## config.mk

```make
export PLATFORM = sky130hd
export DESIGN_NAME = amplifier_fault_protection
export DESIGN_NICKNAME = d
export VERILOG_FILES = /design/src/verilog/amp_prot_pkg.sv /design/src/verilog/regbank_if.sv /design/src/verilog/register_bank.sv /design/src/verilog/amplifier_fault_protection.sv
export VERILOG_INCLUDE_DIRS = /design/src /design/src/verilog
export SDC_FILE = /design/constraint.sdc
export NUM_CORES = 1
export LEC_CHECK = 0
export ABC_AREA = 0
export BUFFER_PORTS_ARGS = -buffer_cell sky130_fd_sc_hd__buf_2
export CAP_MARGIN = 20
export CELL_PAD_IN_SITES_DETAIL_PLACEMENT = 1
export CELL_PAD_IN_SITES_GLOBAL_PLACEMENT = 1
export CORE_UTILIZATION = 55
export DETAILED_ROUTE_END_ITERATION = 8
export MAX_ROUTING_LAYER = met4
export PLACE_DENSITY_LB_ADDON = 0.1
export SETUP_SLACK_MARGIN = 0.15
export SYNTH_ARGS = -nofsm -noshare
export SYNTH_HDL_FRONTEND = slang
export SYNTH_SLANG_ARGS = --single-unit
```

## constraint.sdc

```tcl
create_clock -name ref_clk -period 6.5 [get_ports ref_clk]
set_clock_uncertainty 0.05 [all_clocks]
set_input_delay 0.325 -clock ref_clk [delete_from_list [all_inputs] [get_ports ref_clk]]
set_output_delay 0.325 -clock ref_clk [all_outputs]
set_load 0.005 [all_outputs]
```

## src/verilog/amp_prot_cfg.svh

```systemverilog
`ifndef AMP_PROT_CFG_SVH
`define AMP_PROT_CFG_SVH

// ---------------------------------------------------------------
// Register map
// ---------------------------------------------------------------
// DC shutdown control, error handler control and fault status offsets.
`define REG_DC_SHUTDOWN_CONTROL 7'h26
`define REG_ERROR_HANDLER_CONTROL 7'h2d
`define REG_FAULT_STATUS 7'h7c
// Last read/write address (80) and first read-only address (96).
`define RW_LAST_ADDR 7'h50
`define RO_FIRST_ADDR 7'h60
// Register bank depth in byte entries (128).
`define REG_BANK_DEPTH 128

// ---------------------------------------------------------------
// Field positions and reset values
// ---------------------------------------------------------------
`define DCCTL_ENABLE_BIT 2
`define DCCTL_RESET 8'h04
`define EHCTL_NO_RESTART_BIT 1
`define EHCTL_CLEAR_BIT 2
`define EHCTL_RESET 8'h00
`define STAT_OC_BIT 0
`define STAT_SHORT_BIT 1
`define STAT_DC_BIT 2
`define STAT_PIN_BIT 3
`define STAT_TW_BIT 4
`define STAT_TE_BIT 5
`define STAT_UV_BIT 6

// ---------------------------------------------------------------
// Thresholds: temperature in degrees C, supplies in tenths of a volt
// ---------------------------------------------------------------
`define TE_SET_C 8'h96
`define TE_CLR_C 8'h87
`define TW_SET_C 8'h7d
`define TW_CLR_C 8'h69
`define LOGIC_RISE_DV 8'h2a
`define LOGIC_FALL_DV 8'h28
`define PSTAGE_RISE_DV 8'h2b
`define PSTAGE_FALL_DV 8'h29

// ---------------------------------------------------------------
// Timing
// ---------------------------------------------------------------
`define CLK_MHZ 250
`define DC_QUAL_MS 700
`define OC_RESTART_US 1000
`define PIN_CHECK_NS 1000

`endif

```

## src/verilog/amp_prot_pkg.sv

```systemverilog
`default_nettype none

package amp_prot_pkg;

  // ---------------------------------------------------------------
  // Power stage sequencing states
  // ---------------------------------------------------------------
  // Off, pin-to-pin short check, switching, and shut down after a current fault.
  typedef enum logic [1:0] {
    ST_OFF = 2'b00,
    ST_CHECK = 2'b01,
    ST_RUN = 2'b10,
    ST_HOLD = 2'b11
  } stage_state_type;

endpackage

`default_nettype wire

```

## src/verilog/regbank_if.sv

```systemverilog
`default_nettype none

// ---------------------------------------------------------------
// Link between the protection core and its register bank memory
// ---------------------------------------------------------------
interface regbank_if #(
  parameter int ADDR_W = 7,
  parameter int DATA_W = 8
);
  logic wr; // Write strobe, one cycle.
  logic rd; // Read strobe, one cycle.
  logic [ADDR_W-1:0] addr; // Entry address.
  logic [DATA_W-1:0] wdata; // Write data.
  logic [DATA_W-1:0] rdata; // Registered read data, valid one cycle after rd.

  modport ctrl (output wr, output rd, output addr, output wdata, input rdata);
  modport mem (input wr, input rd, input addr, input wdata, output rdata);
endinterface

`default_nettype wire

```

## src/verilog/register_bank.sv

```systemverilog
`default_nettype none

module register_bank #(
  parameter int DEPTH = 128,
  parameter int WIDTH = 8
) (
  input wire logic ref_clk,
  input wire logic sys_rst,
  input wire logic clk_en,
  regbank_if.mem bus
);

  // ---------------------------------------------------------------
  // Storage
  // ---------------------------------------------------------------
  // Plain byte entries; no reset, software sets what it uses.
  logic [WIDTH-1:0] mem [DEPTH];
  // Read data leaves through a register so the caller sees a fixed latency.
  logic [WIDTH-1:0] rdata_q;

  if (DEPTH < 2 || DEPTH > (1 << $bits(bus.addr))) begin : g_depth_chk
    $error("register_bank depth does not fit the address width");
  end

  // Write and registered read, both frozen while the clock enable is low.
  always_ff @(posedge ref_clk) begin
    if (clk_en) begin
      if (bus.wr) begin
        mem[bus.addr] <= bus.wdata;
      end
      if (sys_rst) begin
        rdata_q <= '0;
      end else if (bus.rd) begin
        rdata_q <= mem[bus.addr];
      end
    end
  end

  assign bus.rdata = rdata_q;

endmodule

`default_nettype wire

```

## src/verilog/amplifier_fault_protection.sv

```systemverilog
`default_nettype none
`include "amp_prot_cfg.svh"

module amplifier_fault_protection #(
  parameter int NUM_SWITCHES = 4,
  parameter int NUM_OUTPUTS = 4,
  parameter int DC_QUAL_CYCLES = `DC_QUAL_MS * 1000 * `CLK_MHZ,
  parameter int RESTART_CYCLES = `OC_RESTART_US * `CLK_MHZ
) (
  input wire logic ref_clk,
  input wire logic sys_rst,
  input wire logic clk_en,
  input wire logic enable_n,
  input wire logic [NUM_SWITCHES-1:0] oc_raw,
  input wire logic [NUM_SWITCHES-1:0] switch_on,
  input wire logic out_short_raw,
  input wire logic pin_short_raw,
  input wire logic [NUM_OUTPUTS-1:0] dc_high_raw,
  input wire logic [NUM_OUTPUTS-1:0] dc_low_raw,
  input wire logic [7:0] temp_celsius,
  input wire logic [7:0] power_stage_supply_dv,
  input wire logic [7:0] digital_supply_dv,
  input wire logic [7:0] analog_supply_dv,
  input wire logic [6:0] reg_addr,
  input wire logic reg_wr,
  input wire logic [7:0] reg_wdata,
  input wire logic reg_rd,
  output logic [7:0] reg_rdata,
  output logic reg_rvalid,
  output logic stage_enable,
  output logic current_limit,
  output logic fault_n
);

  // ---------------------------------------------------------------
  // Constants
  // ---------------------------------------------------------------
  // Pin check time rounds up to whole cycles.
  localparam int PIN_CHECK_CYCLES = (`PIN_CHECK_NS * `CLK_MHZ + 999) / 1000;
  localparam logic [17:0] RESTART_LAST = 18'(RESTART_CYCLES - 1);
  localparam logic [17:0] PIN_LAST = 18'(PIN_CHECK_CYCLES - 1);
  localparam logic [27:0] DC_QUAL = 28'(DC_QUAL_CYCLES);

  if (RESTART_CYCLES < 1 || RESTART_CYCLES > 262143 || DC_QUAL_CYCLES < 1 ||
      DC_QUAL_CYCLES > 268435454 || NUM_SWITCHES < 1 || NUM_OUTPUTS < 1) begin : g_chk
    $error("amplifier_fault_protection parameters out of range");
  end

  // ---------------------------------------------------------------
  // State
  // ---------------------------------------------------------------
  typedef struct packed {
    logic [NUM_SWITCHES-1:0] oc_s1; // First synchroniser stages.
    logic [NUM_SWITCHES-1:0] oc_s2; // Second synchroniser stages.
    logic [NUM_OUTPUTS-1:0] hi_s1;
    logic [NUM_OUTPUTS-1:0] hi_s2;
    logic [NUM_OUTPUTS-1:0] lo_s1;
    logic [NUM_OUTPUTS-1:0] lo_s2;
    logic [2:0] misc_s1; // Enable, output short, pin short.
    logic [2:0] misc_s2;
    logic [NUM_OUTPUTS-1:0][27:0] dc_cnt; // Per-output offset duration.
    amp_prot_pkg::stage_state_type state;
    logic [17:0] timer; // Pin check and restart delay.
    logic [7:0] dcctl; // DC shutdown control register.
    logic [7:0] ehctl; // Error handler control register.
    logic tw; // Thermal warning with hysteresis.
    logic te; // Thermal error with hysteresis.
    logic pv_ok; // Power stage supply above lockout.
    logic dv_ok; // Digital supply above lockout.
    logic av_ok; // Analog supply above lockout.
    logic oc_flag; // Sticky over-current.
    logic short_flag; // Sticky output short.
    logic pin_flag; // Sticky pin-to-pin short.
    logic dc_flag; // Sticky DC fault.
    logic rd_pend; // Read issued last cycle.
    logic [6:0] rd_addr; // Address of the pending read.
    logic [7:0] rdata;
    logic rvalid;
    logic stage_en;
    logic cur_lim;
    logic fault_n;
  } core_state_type;

  core_state_type q;
  core_state_type d;
  regbank_if #(.ADDR_W(7), .DATA_W(8)) rb ();

  // Combinational views used below and by the checks.
  logic enabled;
  logic clear_evt;
  logic clear_all;
  logic uv_ok;
  logic run_ok;
  logic dc_hit;
  logic [NUM_SWITCHES-1:0] oc_hits;
  logic [7:0] status;

  // ---------------------------------------------------------------
  // Register bank memory
  // ---------------------------------------------------------------
  // Only the writable range reaches the memory; read-only space is never stored.
  assign rb.wr = reg_wr && (reg_addr <= `RW_LAST_ADDR);
  assign rb.rd = reg_rd;
  assign rb.addr = reg_addr;
  assign rb.wdata = reg_wdata;

  register_bank #(.DEPTH(`REG_BANK_DEPTH), .WIDTH(8)) u_bank (
    .ref_clk(ref_clk),
    .sys_rst(sys_rst),
    .clk_en(clk_en),
    .bus(rb.mem)
  );

  // ---------------------------------------------------------------
  // Next state
  // ---------------------------------------------------------------
  // One pass computes every flag first, then the sequencer from those new flags,
  // so the stage enable never lags a fault by a cycle.
  always_comb begin
    d = q;
    d.oc_s1 = oc_raw;
    d.oc_s2 = q.oc_s1;
    d.hi_s1 = dc_high_raw;
    d.hi_s2 = q.hi_s1;
    d.lo_s1 = dc_low_raw;
    d.lo_s2 = q.lo_s1;
    d.misc_s1 = {enable_n, out_short_raw, pin_short_raw};
    d.misc_s2 = q.misc_s1;
    enabled = !q.misc_s2[2];

    // Register writes; a change of the clear bit is the toggle that clears.
    clear_evt = 1'b0;
    if (reg_wr && reg_addr == `REG_DC_SHUTDOWN_CONTROL) begin
      d.dcctl = reg_wdata;
    end
    if (reg_wr && reg_addr == `REG_ERROR_HANDLER_CONTROL) begin
      d.ehctl = reg_wdata;
      clear_evt = reg_wdata[`EHCTL_CLEAR_BIT] != q.ehctl[`EHCTL_CLEAR_BIT];
    end
    // Holding the chip disabled acts as a continuous clear.
    clear_all = clear_evt || !enabled;

    // Thermal comparators with hysteresis.
    d.te = q.te ? (temp_celsius > `TE_CLR_C) : (temp_celsius >= `TE_SET_C);
    d.tw = q.tw ? (temp_celsius > `TW_CLR_C) : (temp_celsius >= `TW_SET_C);

    // Supply lockout with rising and falling levels; digital and analog supplies share the logic levels.
    d.pv_ok = q.pv_ok ? (power_stage_supply_dv > `PSTAGE_FALL_DV) : (power_stage_supply_dv >= `PSTAGE_RISE_DV);
    d.dv_ok = q.dv_ok ? (digital_supply_dv > `LOGIC_FALL_DV) : (digital_supply_dv >= `LOGIC_RISE_DV);
    d.av_ok = q.av_ok ? (analog_supply_dv > `LOGIC_FALL_DV) : (analog_supply_dv >= `LOGIC_RISE_DV);
    uv_ok = d.pv_ok && d.dv_ok && d.av_ok;

    // Only switches that are conducting can report a valid over-current.
    oc_hits = (q.state == amp_prot_pkg::ST_RUN) ? (q.oc_s2 & switch_on) : '0;

    // Offset timers run only while switching with DC protection enabled.
    dc_hit = 1'b0;
    for (int i = 0; i < NUM_OUTPUTS; i++) begin
      if (q.dcctl[`DCCTL_ENABLE_BIT] && q.state == amp_prot_pkg::ST_RUN &&
          (q.hi_s2[i] || q.lo_s2[i])) begin
        d.dc_cnt[i] = (q.dc_cnt[i] > DC_QUAL) ? q.dc_cnt[i] : q.dc_cnt[i] + 28'h1;
      end else begin
        d.dc_cnt[i] = '0;
      end
      // The offset must persist beyond the full qualification time.
      dc_hit = dc_hit || (q.dc_cnt[i] > DC_QUAL);
    end

    // Sticky flags: a new event wins over a clear in the same cycle.
    d.dc_flag = dc_hit || (q.dc_flag && !clear_all);
    d.oc_flag = (|oc_hits) || (q.oc_flag && !clear_all);
    d.short_flag = (q.state == amp_prot_pkg::ST_RUN && q.misc_s2[1]) ||
                   (q.short_flag && !clear_all);
    d.pin_flag = (q.state == amp_prot_pkg::ST_CHECK && q.misc_s2[0]) ||
                 (q.pin_flag && !clear_all);

    // Stage may run only with every supply up, no thermal error and no hard fault.
    run_ok = enabled && uv_ok && !d.te && !d.dc_flag && !d.pin_flag;

    // Sequencer.
    case (q.state)
      amp_prot_pkg::ST_OFF: begin
        d.timer = '0;
        if (run_ok) begin
          d.state = amp_prot_pkg::ST_CHECK;
        end
      end
      amp_prot_pkg::ST_CHECK: begin
        d.timer = q.timer + 18'h1;
        if (!run_ok) begin
          // A short seen here lands in pin_flag and blocks the start.
          d.state = amp_prot_pkg::ST_OFF;
        end else if (q.timer == PIN_LAST) begin
          d.state = amp_prot_pkg::ST_RUN;
        end
      end
      amp_prot_pkg::ST_RUN: begin
        d.timer = '0;
        if (!run_ok) begin
          d.state = amp_prot_pkg::ST_OFF;
        end else if ((|oc_hits) || q.misc_s2[1]) begin
          d.state = amp_prot_pkg::ST_HOLD;
        end
      end
      amp_prot_pkg::ST_HOLD: begin
        d.timer = (q.timer == RESTART_LAST) ? q.timer : q.timer + 18'h1;
        if (clear_all) begin
          d.state = amp_prot_pkg::ST_OFF;
        end else if (q.timer == RESTART_LAST && !q.ehctl[`EHCTL_NO_RESTART_BIT]) begin
          // Automatic restart unless software asked for a latched shutdown.
          d.state = amp_prot_pkg::ST_OFF;
        end
      end
      default: begin
        d.state = amp_prot_pkg::ST_OFF;
        d.timer = '0;
      end
    endcase

    d.stage_en = d.state == amp_prot_pkg::ST_RUN;
    // Limiting follows the threshold comparator only, never below it.
    d.cur_lim = |oc_hits;
    d.fault_n = !(d.tw || d.te || d.dc_flag || d.pin_flag ||
                  d.state == amp_prot_pkg::ST_HOLD);

    // Status byte as software sees it.
    status = '0;
    status[`STAT_OC_BIT] = q.oc_flag;
    status[`STAT_SHORT_BIT] = q.short_flag;
    status[`STAT_DC_BIT] = q.dc_flag;
    status[`STAT_PIN_BIT] = q.pin_flag;
    status[`STAT_TW_BIT] = q.tw;
    status[`STAT_TE_BIT] = q.te;
    status[`STAT_UV_BIT] = !(q.pv_ok && q.dv_ok && q.av_ok);

    // Reads answer two cycles after the strobe, after the memory's own register.
    d.rd_pend = reg_rd;
    d.rd_addr = reg_rd ? reg_addr : q.rd_addr;
    d.rvalid = q.rd_pend;
    if (q.rd_pend) begin
      if (q.rd_addr == `REG_DC_SHUTDOWN_CONTROL) begin
        d.rdata = q.dcctl;
      end else if (q.rd_addr == `REG_ERROR_HANDLER_CONTROL) begin
        d.rdata = q.ehctl;
      end else if (q.rd_addr == `REG_FAULT_STATUS) begin
        d.rdata = status;
      end else if (q.rd_addr <= `RW_LAST_ADDR) begin
        d.rdata = rb.rdata;
      end else begin
        // Unused read-only and gap entries read as zero.
        d.rdata = '0;
      end
    end
  end

  // ---------------------------------------------------------------
  // State register
  // ---------------------------------------------------------------
  // Reset leaves the stage off, supplies assumed low and DC protection on.
  always_ff @(posedge ref_clk) begin
    if (sys_rst) begin
      q <= '0;
      q.state <= amp_prot_pkg::ST_OFF;
      q.dcctl <= `DCCTL_RESET;
      q.ehctl <= `EHCTL_RESET;
      q.misc_s1 <= 3'h4;
      q.misc_s2 <= 3'h4;
      q.fault_n <= 1'b1;
    end else if (clk_en) begin
      q <= d;
    end
  end

  assign reg_rdata = q.rdata;
  assign reg_rvalid = q.rvalid;
  assign stage_enable = q.stage_en;
  assign current_limit = q.cur_lim;
  assign fault_n = q.fault_n;

  // ---------------------------------------------------------------
  // Checks
  // ---------------------------------------------------------------
  thermal_halt_a: assert property (@(posedge ref_clk) disable iff (sys_rst)
    q.te |-> !q.stage_en) else $error("stage switching during thermal error");

  thermal_fault_a: assert property (@(posedge ref_clk) disable iff (sys_rst)
    (q.tw || q.te) |-> !q.fault_n) else $error("fault pin idle during thermal condition");

  te_hysteresis_a: assert property (@(posedge ref_clk) disable iff (sys_rst)
    (clk_en && q.te && temp_celsius > `TE_CLR_C) |=> q.te)
    else $error("thermal error cleared above its clear level");

  tw_set_a: assert property (@(posedge ref_clk) disable iff (sys_rst)
    (clk_en && temp_celsius >= `TW_SET_C) |=> q.tw)
    else $error("thermal warning not set at its set level");

  oc_shutdown_a: assert property (@(posedge ref_clk) disable iff (sys_rst)
    (clk_en && q.state == amp_prot_pkg::ST_RUN && run_ok && (|oc_hits))
    |=> (q.state == amp_prot_pkg::ST_HOLD && !q.stage_en && !q.fault_n && q.oc_flag))
    else $error("over-current did not latch a shutdown");

  auto_restart_a: assert property (@(posedge ref_clk) disable iff (sys_rst)
    (clk_en && q.state == amp_prot_pkg::ST_HOLD && q.timer == RESTART_LAST &&
     !q.ehctl[`EHCTL_NO_RESTART_BIT]) |=> q.state == amp_prot_pkg::ST_OFF)
    else $error("no restart after current fault");

  pin_short_a: assert property (@(posedge ref_clk) disable iff (sys_rst)
    (clk_en && q.state == amp_prot_pkg::ST_CHECK && q.misc_s2[0])
    |=> (q.pin_flag && !q.stage_en) ##1 !q.stage_en)
    else $error("switching began into a pin short");

  dc_gate_a: assert property (@(posedge ref_clk) disable iff (sys_rst)
    $rose(q.dc_flag) |-> $past(q.dcctl[`DCCTL_ENABLE_BIT]) && !q.stage_en && !q.fault_n)
    else $error("DC fault without enable or without shutdown");

  dc_clear_a: assert property (@(posedge ref_clk) disable iff (sys_rst)
    (clk_en && clear_all && !dc_hit) |=> !q.dc_flag)
    else $error("DC fault survived a clear");

  uvlo_off_a: assert property (@(posedge ref_clk) disable iff (sys_rst)
    !(q.pv_ok && q.dv_ok && q.av_ok) |-> !q.stage_en)
    else $error("stage switching under supply lockout");

  limit_cause_a: assert property (@(posedge ref_clk) disable iff (sys_rst)
    (clk_en && oc_hits == '0) |=> !q.cur_lim)
    else $error("current limiting below threshold");

  status_read_a: assert property (@(posedge ref_clk) disable iff (sys_rst)
    (clk_en && reg_rd && reg_addr >= `RO_FIRST_ADDR && reg_addr != `REG_FAULT_STATUS)
    ##1 clk_en |=> (q.rvalid && q.rdata == 8'h00))
    else $error("unused read-only entry did not read zero");

endmodule

`default_nettype wire

```

==> impl_metrics.json <==
{
  "avgRoutedWirePerCell_um": 28.38,
  "powerDensity_nw_per_um2": 309.1,
  "cts-root-buf": "clkbuf_16",
  "tritoncts": "built",
  "drt_iter0_drc": 3354,
  "placed_cells": 4728,
  "crit_required_ns": 6.90,
  "grt_pass1_vias": 33226,
  "min_period_ns": 3.811,
  "min_path_type": "input port to register",
  "die_w_um": 297.1,
  "maxSlewHeadroom": 0.2000,
  "ir_drop_mv": 0.2564,
  "dp_hpwl_um": 85250,
  "fmax_ghz": 0.2624,
  "crit_path_start_kind": "input port",
  "hold_violations": 0,
  "vias": 31759,
  "grt_max_degree": 108,
  "antenna_found_initial": 5,
  "dr.pass1.iters": 5,
  "ys_seq_elements": 1239,
  "netlist_area_um2": 47880,
  "fin_cells": 5002,
  "synth-edff-count": 1032,
  "max_slew.worst_pin.slew_ns": 1.200,
  "path_clk_slew_ns": 0.06,
  "row_count": 107,
  "clk_path_buf_depth": 3,
  "htreeDepth": 4,
  "cp_data_arrival_time_ns": 4.21,
  "cts.sinks": 1239,
  "power_leakage_uw": 0.01844,
  "portBuffers": 82,
  "grt_pass1_wl_um": 210900,
  "drc_errors": 0,
  "grt-ovfl-total": 0,
  "fin_nets": 3832,
  "avgSynthCellArea_um2": 14.58,
  "timing.final.crit_share": 0.5864,
  "place_congestion": 0.9224,
  "fp.dieH_um": 297.1,
  "finalSetupViolCount": 0,
  "ios": 83,
  "slew_viol_final": 0,
  "postCtsSetupBuffers": 0,
  "initial_core_util": 0.5588,
  "area_delta_synth_final_pct": 15.86,
  "ctsHoldBuffers": 32,
  "grtUsageTotal": 0.3301,
  "crit_path_end_kind": "register",
  "async_flop_share": 0,
  "vias_per_cell": 6.349,
  "critPathKind": "input port to register",
  "rsz0062_at_grt": "false",
  "synth_seq_area_share": 0.7337,
  "clk_latency_ns": 0.76,
  "holdWs_ns": 0.09525,
  "synth_ff_type": "edfxtp_1",
  "ant_nets": 0,
  "coreArea_um2": 85680,
  "synth_cells": 3284,
  "drive_gt1_frac": 0.09704,
  "yosysWarnings": 0,
  "cts_buffers": 130,
  "post_cts_resized": 0,
  "yosysUniqueCellTypes": 77,
  "drt-total-wl_um": 142000,
  "dieArea_um2": 88240,
  "outcome": "complete, no violations",
  "final.setup.tns_ns": 0,
  "worstPathMaxFanout": 78,
  "cap_violations": 0
}
kinds of logic after synthesis:
group,synth area share
flip-flops,0.7337
adder cells (fa/ha/maj),0.002822
multiplexers,0.02090
AO/OA/AOI/OAI,0.1266
buffers and inverters,0.01957
XOR/XNOR,0.01555
other,0.00007832
AND/OR/NAND/NOR,0.08072
cell type report:
cell class	count	area [µm²]
Fill cell	7977	30210
Tap cell	1144	1431
Sequential cell	1239	35130
Clock buffer	170	3550
Antenna cell	4	10.01
Multi-Input combinational cell	2181	13280
Inverter	29	108.9
Clock inverter	65	680.7
Timing Repair Buffer	170	1279
layout by cell type (no fill, tap or decap), drive strengths merged, types with 34 or more instances in the layout:
cell and n:
a41oi 43, mux2i 64, a21oi 105, a22oi 311
buf 138, nand2 143, a22o 69, clkbuf 170
clkinv 48, edfxtp 1032, nor2 269, conb 376
nand3 74, and3 38, dfxtp 207, a221oi 79
a31oi 68, or3 34, xor2 45, nand4 56
xnor2 40, o21ai 63, nor3 47
critical path: stages:
cell	delay [ns]
buf_2	0.47
buf_4	0.40
and3b_4	0.43
buf_12	0.26
a22o_1	0.31
a221oi_1	0.25
a31oi_1	0.21
or4_1	0.59
nor4_1	0.62
a31oi_1	0.21
power breakdown:
part	internal [µW]	total, µW	switching, µW
combinational	214	789	575
clock	4340	7430	3100
sequential	8840	8930	87.4
sequential cells by signal, summed over array words and instances (netlist names):
| signal | flops |
|---|---|
| u_bank.mem | 1024 |
| q | 179 |
| d | 16 |
| reg_rdata | 8 |
| u_bank.bus.rdata | 8 |
| current_limit | 1 |
| fault_n | 1 |
| reg_rvalid | 1 |
| stage_enable | 1 |
metal layers:
metal	vias to the layer above	track usage	wire length, µm
li1	13615	-	-
met2	1636	0.5359	69850
met5	-	-	0
met1	16141	0.4045	53960
met3	367	0.06770	12200
met4	0	0.1366	5964
synthesized netlist by cell type, drive strengths merged (6+ instances only):
library cell / number / area [µm²]
nand4: 56 / 350.3
inv: 28 / 105.1
o31ai: 11 / 82.58
nor2: 269 / 1010
nor3b: 6 / 45.04
xor2: 45 / 394.1
a211oi: 18 / 135.1
mux2i: 64 / 640.6
xnor2: 40 / 350.3
nor3: 47 / 235.2
or2: 10 / 62.56
nand2: 143 / 536.8
a21oi: 105 / 525.5
clkbuf: 149 / 559.3
mux2: 22 / 247.7
nor2b: 10 / 62.56
a311oi: 7 / 67.56
and3b: 6 / 52.55
a22o: 69 / 604.3
buf: 61 / 269.0
and3: 38 / 237.7
dfxtp: 207 / 4144
or4: 17 / 131.4
nand3: 74 / 370.4
edfxtp: 1032 / 30990
or3: 34 / 212.7
and4: 8 / 70.07
a221oi: 79 / 691.9
ha: 10 / 125.1
nand3b: 6 / 45.04
a41oi: 43 / 376.6
a22oi: 311 / 2340
nand2b: 8 / 50.05
o21a: 8 / 60.06
a31oi: 68 / 425.4
o21ai: 63 / 315.3
o211ai: 9 / 67.56
and2: 14 / 87.58
nor4: 28 / 190.2
path summary, 6_finish.rpt:
path | start | to | slack [ns] | depth (start not counted)
max | reg_addr[1] | u_bank.bus.rdata[5]$_SDFFCE_PP0P_ | 2.69 | 10
min | reg_wdata[7] | u_bank.mem[112][7]$_DFFE_PP_ | 0.1 | 1
max reg2reg | q[172]$_SDFFE_PP0P_ | q[168]$_SDFFE_PP0P_ | 3.41 | 7
min reg2reg | q[43]$_SDFFE_PP0P_ | q[43]$_SDFFE_PP0P_ | 0.41 | 2
metrics by stage:
step                      cell area (µm²)    util  setup slack [ns]  power [µW]
after detailed placement            50850  0.5935             2.067        9827
after global routing                55480  0.6475             2.643       17530
after CTS                           55400  0.6466             2.804       17180
after floorplan                     49290       -             3.417        9430
after global placement              50850  0.5934             2.223        9771
final                               55480  0.6475             2.689       17150
Power figures use the tool's default switching activity.
